**src/core/cell_cfg_consts.svh**
```systemverilog
// offsets, field positions, reset values and widths of the cell configuration slice
`ifndef CELL_CFG_CONSTS_SVH
`define CELL_CFG_CONSTS_SVH

`define POLARITY_OFS        2'h0
`define DATA_ONE_SEL_OFS    2'h1
`define DATA_TWO_SEL_OFS    2'h2
`define OUT_INV_BIT         7
`define GATE_INV_MSB        3
`define SEL_MSB             5
`define OUT_INV_RESET       1'b0
`define GATE_INV_RESET      4'h0
`define SEL_RESET           6'h00

`endif

```
**src/core/cell_cfg_pkg.sv**
```systemverilog
// types of the cell configuration slice
package cell_cfg_pkg;
  typedef logic [1:0] reg_addr_t;
  typedef logic [7:0] reg_data_t;
  typedef logic [5:0] source_sel_t;
endpackage

```
**src/core/cell_polarity_select.sv**
```systemverilog
// polarity controls and data one/two source selectors of a logic cell
// Function
// each gate invert bit set inverts that gate output, clear passes it.
// first selector holds six-bit field 5..0 choosing data channel one source.
// second selector holds six-bit field 5..0 choosing data channel two source.
// unimplemented selector bits 7..6 and polarity bits 6..4 read zero, ignore writes.
// output invert clears on every reset; gate inverts and selectors survive warm resets.
// polarity bit 7 set inverts logic function result before cell output.
// selector codes beyond implemented sources drive data channel low.
//
// The register offsets and the address-and-strobe port were chosen for this implementation.
`include "cell_cfg_consts.svh"
`timescale 1ns/100ps
`default_nettype none

module cell_polarity_select #(
  parameter int NUM_SOURCES = 64
) (
  input  wire logic                      core_clk_i,
  input  wire logic                      rstn_i,
  input  wire logic                      cold_rstn_i,
  input  wire cell_cfg_pkg::reg_addr_t   addr_i,
  input  wire cell_cfg_pkg::reg_data_t   wdata_i,
  input  wire logic                      wr_i,
  input  wire logic                      rd_i,
  output cell_cfg_pkg::reg_data_t        rdata_o,
  input  wire logic [NUM_SOURCES-1:0]    sources_i,
  output logic                           data_one_o,
  output logic                           data_two_o,
  input  wire logic [3:0]                gate_raw_i,
  output logic [3:0]                     gate_pol_o,
  input  wire logic                      func_result_i,
  output logic                           cell_result_o
);
  import cell_cfg_pkg::*;

  // behaviour notes for users of this slice:
  // - two resets reach it. rstn_i is every reset of the device and
  //   clears only the output invert bit and the read data register.
  //   cold_rstn_i is the power-on and brown-out reset; it must be
  //   asserted together with rstn_i and it also clears the gate
  //   inverts and both selectors.
  // - after a cold reset the gate inverts and selectors are zero.
  //   software should not rely on that and should program them
  //   before enabling the cell, since the device treats them as
  //   unknown at that point.
  // - a write takes effect at the edge that samples the strobe, so
  //   the combinational outputs show the new setting in the next
  //   cycle.
  // - a read returns data in the cycle after the strobe and only
  //   there; in every other cycle the read data are zero, so a bus
  //   that ors several slaves together needs no extra gating.
  // - index 3 is not implemented: it reads zero and ignores writes.
  // - selector codes at or above the number of wired sources pick a
  //   constant low, so a stale code never leaves a channel floating.
  // - the polarity stages are pure xor gates and add no latency to
  //   the gate or result paths of the cell.

  // register index decode
  logic                      hit_polarity;
  logic                      hit_data_one;
  logic                      hit_data_two;
  logic                      wr_polarity;
  logic                      wr_data_one;
  logic                      wr_data_two;

  // output invert, kept apart because every reset clears it
  logic                      output_invert_q;
  logic                      output_invert_d;

  // gate inverts and selectors, cleared by the cold reset only
  logic [`GATE_INV_MSB:0]    gate_invert_q;
  logic [`GATE_INV_MSB:0]    gate_invert_d;
  source_sel_t               data_one_source_q;
  source_sel_t               data_one_source_d;
  source_sel_t               data_two_source_q;
  source_sel_t               data_two_source_d;

  // read path
  reg_data_t                 rdata_q;
  reg_data_t                 rdata_d;
  reg_data_t                 polarity_view;
  reg_data_t                 data_one_view;
  reg_data_t                 data_two_view;

  // source vector padded to the full selector range
  logic [63:0]               src_ext;

  // one hit per implemented register, index 3 hits none
  assign hit_polarity = (addr_i == `POLARITY_OFS);
  assign hit_data_one = (addr_i == `DATA_ONE_SEL_OFS);
  assign hit_data_two = (addr_i == `DATA_TWO_SEL_OFS);

  // write strobes qualified per register
  assign wr_polarity  = wr_i & hit_polarity;
  assign wr_data_one  = wr_i & hit_data_one;
  assign wr_data_two  = wr_i & hit_data_two;

  // output invert takes bit 7 of a polarity write
  always_comb
  begin
    output_invert_d = output_invert_q;
    if (wr_polarity)
      output_invert_d = wdata_i[`OUT_INV_BIT];
  end

  // output invert register, cleared on every reset
  always_ff @(posedge core_clk_i or negedge rstn_i)
  begin
    if (!rstn_i)
      output_invert_q <= `OUT_INV_RESET;
    else
      output_invert_q <= output_invert_d;
  end

  // gate inverts take bits 3..0, bits 6..4 of the write are dropped
  always_comb
  begin
    gate_invert_d = gate_invert_q;
    if (wr_polarity)
      gate_invert_d = wdata_i[`GATE_INV_MSB:0];
  end

  // gate invert register, survives warm resets
  always_ff @(posedge core_clk_i or negedge cold_rstn_i)
  begin
    if (!cold_rstn_i)
      gate_invert_q <= `GATE_INV_RESET;
    else
      gate_invert_q <= gate_invert_d;
  end

  // data one selector takes bits 5..0, bits 7..6 are dropped
  always_comb
  begin
    data_one_source_d = data_one_source_q;
    if (wr_data_one)
      data_one_source_d = wdata_i[`SEL_MSB:0];
  end

  // data one selector register, survives warm resets
  always_ff @(posedge core_clk_i or negedge cold_rstn_i)
  begin
    if (!cold_rstn_i)
      data_one_source_q <= `SEL_RESET;
    else
      data_one_source_q <= data_one_source_d;
  end

  // data two selector takes bits 5..0, bits 7..6 are dropped
  always_comb
  begin
    data_two_source_d = data_two_source_q;
    if (wr_data_two)
      data_two_source_d = wdata_i[`SEL_MSB:0];
  end

  // data two selector register, survives warm resets
  always_ff @(posedge core_clk_i or negedge cold_rstn_i)
  begin
    if (!cold_rstn_i)
      data_two_source_q <= `SEL_RESET;
    else
      data_two_source_q <= data_two_source_d;
  end

  // read views, unimplemented bits tied to zero
  assign polarity_view = {output_invert_q, 3'h0, gate_invert_q};
  assign data_one_view = {2'h0, data_one_source_q};
  assign data_two_view = {2'h0, data_two_source_q};

  // read data chosen on the strobe, zero in every other cycle
  always_comb
  begin
    rdata_d = 8'h00;
    if (rd_i)
    begin
      unique case (addr_i)
        `POLARITY_OFS:     rdata_d = polarity_view;
        `DATA_ONE_SEL_OFS: rdata_d = data_one_view;
        `DATA_TWO_SEL_OFS: rdata_d = data_two_view;
        default:           rdata_d = 8'h00;
      endcase
    end
  end

  // read data register, stands for the one cycle after the strobe
  always_ff @(posedge core_clk_i or negedge rstn_i)
  begin
    if (!rstn_i)
      rdata_q <= 8'h00;
    else
      rdata_q <= rdata_d;
  end
  assign rdata_o = rdata_q;

  // unimplemented source codes read as low
  generate
    if (NUM_SOURCES < 64)
    begin : g_pad
      assign src_ext = {{(64-NUM_SOURCES){1'b0}}, sources_i};
    end
    else
    begin : g_full
      assign src_ext = sources_i[63:0];
    end
  endgenerate

  // data channel muxes
  assign data_one_o    = src_ext[data_one_source_q];
  assign data_two_o    = src_ext[data_two_source_q];

  // one polarity stage per gate
  generate
    for (genvar g = 0; g <= `GATE_INV_MSB; g++)
    begin : g_gate
      assign gate_pol_o[g] = gate_raw_i[g] ^ gate_invert_q[g];
    end
  endgenerate

  // final polarity stage of the cell result
  assign cell_result_o = func_result_i ^ output_invert_q;

endmodule

`default_nettype wire

```
**config.mk**
```make
export PLATFORM = sky130hd
export DESIGN_NAME = cell_polarity_select
export DESIGN_NICKNAME = d
export VERILOG_FILES = /design/src/core/cell_cfg_pkg.sv /design/src/core/cell_polarity_select.sv
export VERILOG_INCLUDE_DIRS = /design/src /design/src/core
export SDC_FILE = /design/constraint.sdc
export NUM_CORES = 1
export LEC_CHECK = 0
export ABC_AREA = 1
export BUFFER_PORTS_ARGS = -buffer_cell sky130_fd_sc_hd__clkbuf_2
export CAP_MARGIN = 25
export CORE_MARGIN = 2
export CORE_UTILIZATION = 50
export CTS_CLUSTER_SIZE = 14
export DETAILED_ROUTE_END_ITERATION = 8
export PLACE_DENSITY = 0.85
export SYNTH_ARGS = -nofsm -noshare
export SYNTH_HDL_FRONTEND = slang
export SYNTH_SLANG_ARGS = --single-unit
```
**constraint.sdc**
```tcl
create_clock -name core_clk_i -period 2.1 [get_ports core_clk_i]
set_input_delay 0.315 -clock core_clk_i [delete_from_list [all_inputs] [get_ports core_clk_i]]
set_output_delay 0.315 -clock core_clk_i [all_outputs]
set_load 0.01 [all_outputs]
```
# --- After elaboration in Yosys (flattened, before gate mapping) ---
# Index checks and enable logic that the tools add are counted.
totals:
  output_inout_bits: 15
  register_bits: 25
  elab_cells: 24
classes:
  n_bitwise: 8
  magnitude_cmp: 2
  mux: 6
  reduce_logical: 1
  eq_ne: 2
op_table:
  columns: ["operator", "count"]
  rows:
  - ["$pmux W8 S3", 1]
  - ["$lt A6 B7 Y1 const B", 2]
  - ["$bmux W1 S6", 2]
  - ["$mux W8", 1]
  - ["$xor A1 B1 Y1", 5]
  - ["$and A1 B1 Y1", 3]
  - ["$eq A2 B1 Y1 const B", 1]
  - ["$eq A2 B2 Y1 const B", 1]
  - ["$logic_not A2 Y1", 1]
  - ["$mux W1", 2]

# --- Longest topological paths before layout ---
depth:
  depth_word: 3
  mapped_depth: 11
  depth_no_buf: 9

# --- Least setup slack after synthesis ---
# No wires, ideal clock.
synth_timing:
  kind: "register -> output"
  start: "reg data_one_source_q[0]"
  end: "out data_one_o"
  arrival_ns: 1.171
  stages_incl_launch_ff: 12
  setup_slack_ns: 0.614
  required_ns: 1.785
  path_cell_list: "dfrtp_1 -> buf_6 -> inv_8 -> buf_6 -> nand2_1 -> nand3_1 -> nand3_1 -> nand2_1 -> nand2_1 -> nand3_1 -> nand3_1 -> nand2_1"
synth_via:
  elab_chain_len: 2
synth_rtl:
  columns: ["item", "line", "source"]
  rows:
  - ["start: declaration", "cell_polarity_select.sv:74", "source_sel_t data_one_source_q;"]
  - ["start signal: assignment", "cell_polarity_select.sv:145", "data_one_source_q <= `SEL_RESET;"]
  - ["start signal: assignment", "cell_polarity_select.sv:147", "data_one_source_q <= data_one_source_d;"]
  - ["$bmux W1 S6", "cell_polarity_select.sv:210", "assign data_one_o = src_ext[data_one_source_q];"]
  - ["$mux W1 (not written as such)", "cell_polarity_select.sv:210", null]
  - ["end: declaration", "cell_polarity_select.sv:28", "output logic data_one_o,"]
# No other way between the ends. The select of a mux whose other input is x is not followed.

# --- Worst setup path in the final report ---
layout_timing:
  start: "reg data_two_source_q[0]"
  end: "out data_two_o"
layout_via:
  elab_chain_len: 2
layout_rtl:
  columns: ["item", "line", "source"]
  rows:
  - ["start: declaration", "cell_polarity_select.sv:76", "source_sel_t data_two_source_q;"]
  - ["start signal: assignment", "cell_polarity_select.sv:162", "data_two_source_q <= `SEL_RESET;"]
  - ["start signal: assignment", "cell_polarity_select.sv:164", "data_two_source_q <= data_two_source_d;"]
  - ["$bmux W1 S6", "cell_polarity_select.sv:211", "assign data_two_o = src_ext[data_two_source_q];"]
  - ["$mux W1 (not written as such)", "cell_polarity_select.sv:211", null]
  - ["end: declaration", "cell_polarity_select.sv:29", "output logic data_two_o,"]
# No other way between the ends. The select of a mux whose other input is x is not followed.

==> flow_summary_export.csv <==
group,metric,value,unit
critical_path,r2r_setup_slack,1120,ps
clocking,cts_tree,"built",
critical_path,critPathLaunchType,"flop",
hold_path,hp-start,"wdata_i[7]",
sta,final.period_utilization,97.5,%
placement,gp_congestion,0.915,
synthesis,synthSimpleGateAreaFrac,55.6,%
synthesis,synth-edff-count,0,
critical_path,r2r_cells,5,
synthesis,synth_compound_area_share,3.71,%
hold_path,worstHoldPathType,"input port to flop",
sta,hold_viol_final,0,
floorplanning,start_util,51.8,%
sta,setup_viol,0,
pwr,ir_worst_vdd,469,uV
cells_and_area,multi_input_area,1510,sq um
clocking,htree_levels,1,
cells_and_area,nets,588,
sta,slew_violations,0,
clocking,insertion_delay,270,ps
route,vias,3132,
global_route,grt_remaining_overflow,0,
global_route,grt_usage,28.1,%
sta,fmax,488,MHz
clocking,path_clk_slew,80,ps
global_route,grt_pass1_wl,12100,um
critical_path,cpMaxStageDelayCell,"dfrtp_2",
critical_path,path_class,"flop to primary output",
critical_path,crit_arrival,1730,ps
synthesis,avgSynthCellArea,5.83,sq um
synthesis,yosys_warnings,0,
synthesis,synth.largest_area_cell,"nand2_1",
synthesis,synth_top_family_by_area,"simple AND/OR/NAND/NOR gates",
route,drt_iter0_markers,392,
synthesis,syn_area,2430,sq um
sta,rsz0062_at_grt,"true",
synthesis,ys_seq_area_share,24.7,%
synthesis,synth-xor-area-share,1.80,%
synthesis,ys.flop_type,"dfrtp_1",
critical_path,path_cells,"buf_6, nand2_1, nand3_1, nand3_1, nand2_1, nand2_1, nand3_1, nand3_1, nand2_1, clkbuf_2",
synthesis,synth_fp_nets,501,
hold_path,min_to,"output_invert_q$_DFFE_PN0P_",
synthesis,synth_cell_types,19,
global_route,antenna_found_initial,0,
placement,dpl_cell_area,2820,sq um
critical_path,worstReg2RegStart,"data_one_source_q[0]$_DFFE_PN0P_",
synthesis,synth.most_common_cell,"nand2_1",
floorplanning,rows,25,
floorplanning,pin_count,99,
pwr,p_per_area,666,nW/um^2
clocking,clkSinkCount,24,
synthesis,postSynthCellCount,417,
clocking,cts-buffers-inserted,3,
cells_and_area,nFillCells,426,
synthesis,ys_top_cells_by_area,"nand2_1 (31%), dfrtp_1 (25%), nand3_1 (23%)",
clocking,cts-root-buf,"clkbuf_8",
floorplanning,core_area,4690,sq um
clocking,clock_path_buffers,2,
sta,hold_slack,258,ps
synthesis,synth.mux.area_fraction,0.463,%
floorplanning,fp.dieW,73.7,um
sta,layout_min_cycle_time,2050,ps
critical_path,r2r_end,"rdata_o[0]$_DFF_PN0_",
route,antenna_left,0,
pwr,p_leak,1.69,nW
synthesis,yosys.area.top_type_share,30.6,%
synthesis,synth_common_cells,"nand2_1 (198), nand3_1 (112), dfrtp_1 (24)",
cells_and_area,fin_area,2940,sq um
placement,portBuffers,96,
synthesis,synthAdderAreaFrac,0,%
cells_and_area,n_antenna_cell,0,
hold_path,holdPathStages,2,
route,viasPerCell,5.62,
synthesis,ys_ff_latch,24,
global_route,grt_max_degree,33,
placement,hpwl,5540,um
outcome,status,"completed",
cells_and_area,area_delta_synth_final,20.8,%
route,wl,7780,um
job,max_cap_viol_count,0,
floorplanning,chipHeight,73.7,um
route,drc,0,
critical_path,critical_path.max_fanout,13,
critical_path,critPathCaptureType,"primary output",
critical_path,critical_path_required,1780,ps
synthesis,async_flop_share,100,%
sta,finClkSkew,1.32,ps
critical_path,crit_path_max_incr_delay,480,ps
cells_and_area,ff_latch_area,604,sq um
global_route,grt_pass1_vias,2777,
route,routedWlPerCell,14.0,um
route,firstDrtPassIters,5,
floorplanning,die-area,5440,sq um
cells_and_area,drive_gt1_share,24.7,%
==> final cells by class <==
class / count / area share, %
clock buffer: 4 / 1.87
inverter: 25 / 3.96
multi-input combinational: 343 / 51.3
sequential: 24 / 20.6
tap: 54 / 2.30
timing repair buffer: 107 / 20.0
==> registers in the layout (all words and copies together) (netlist names) <==
name / count
data_one_source_q: 6
data_two_source_q: 6
gate_invert_q: 4
output_invert_q: 1
rdata_o: 7
==> worst max-delay path: cells and delay by family (launching register included) <==
family	cells	cell delay, ps
AND/OR/NAND/NOR	8	640
flip-flops	1	480
buffers and inverters	2	330
==> per-stage QoR <==
step	TNS, ps	utilization (%)	worst slack [ps]	power (mW)	instances
2_1_floorplan	0	-	614	1.34	417
3_3_place_gp	0	60.0	273	1.56	550
3_5_place_dp	0	60.0	249	1.60	550
4_1_cts	0	61.8	58.7	1.92	556
5_1_grt	-129	62.6	-83.8	2.10	557
6_report	0	62.6	52.7	1.96	557
==> power breakdown <==
| group | internal, mW | leakage (nW) | switching (mW) | total (mW) |
|---|---|---|---|---|
| combinational | 0.389 | 1.35 | 0.637 | 1.03 |
| clock | 0.168 | 0.0288 | 0.145 | 0.313 |
| sequential | 0.525 | 0.303 | 0.0916 | 0.617 |
==> how the worst max path moves through the flow <==
stage / from / endpoint
final: data_two_source_q[0]$_DFFE_PN0P_ / data_two_o
after detailed placement: data_one_source_q[1]$_DFFE_PN0P_ / data_one_o
after global placement: data_one_source_q[1]$_DFFE_PN0P_ / data_one_o
after global routing: data_two_source_q[0]$_DFFE_PN0P_ / data_two_o
after CTS: data_two_source_q[0]$_DFFE_PN0P_ / data_two_o
after floorplan: data_one_source_q[0]$_DFFE_PN0P_ / data_one_o
==> metal layers <==
| metal | track usage, % | vias up | part of all wire [%] |
|---|---|---|---|
| li1 | - | 1506 | - |
| met1 | 35.4 | 1398 | 39 |
| met2 | 49.7 | 208 | 50 |
| met3 | 2.47 | 20 | 8.8 |
| met4 | 10.3 | 0 | 1.7 |
| met5 | 0 | - | 0 |
==> placed cells by master, fill, tap and decap left out, drive strengths merged <==
master,n
nand2,202
nand3,112
clkbuf,100
inv,24
dfrtp,24
o21ai,16
buf,9
xor2,5
nor2,4
a21oi,2
dlygate4sd3,2
clkinv,1
mux2,1
conb,1
==> kinds of logic (layout without fill, tap and decap cells) <==
logic type / Yosys count / after routing
mux: 1 / 1
flops: 24 / 24
xor+xnor: 5 / 5
compound gates: 18 / 18
other cells: 1 / 1
simple gates: 318 / 318
buf+inv: 50 / 136
==> repair_timing <==
item,4_1_cts,5_1_grt
hold buffers,2,0
resized for setup,5,8
gates cloned,0,0
buffers inserted,0,1
endpoints found under the hold margin,24,0
setup endpoints to repair,2,2
Power figures use the tool's default switching activity.
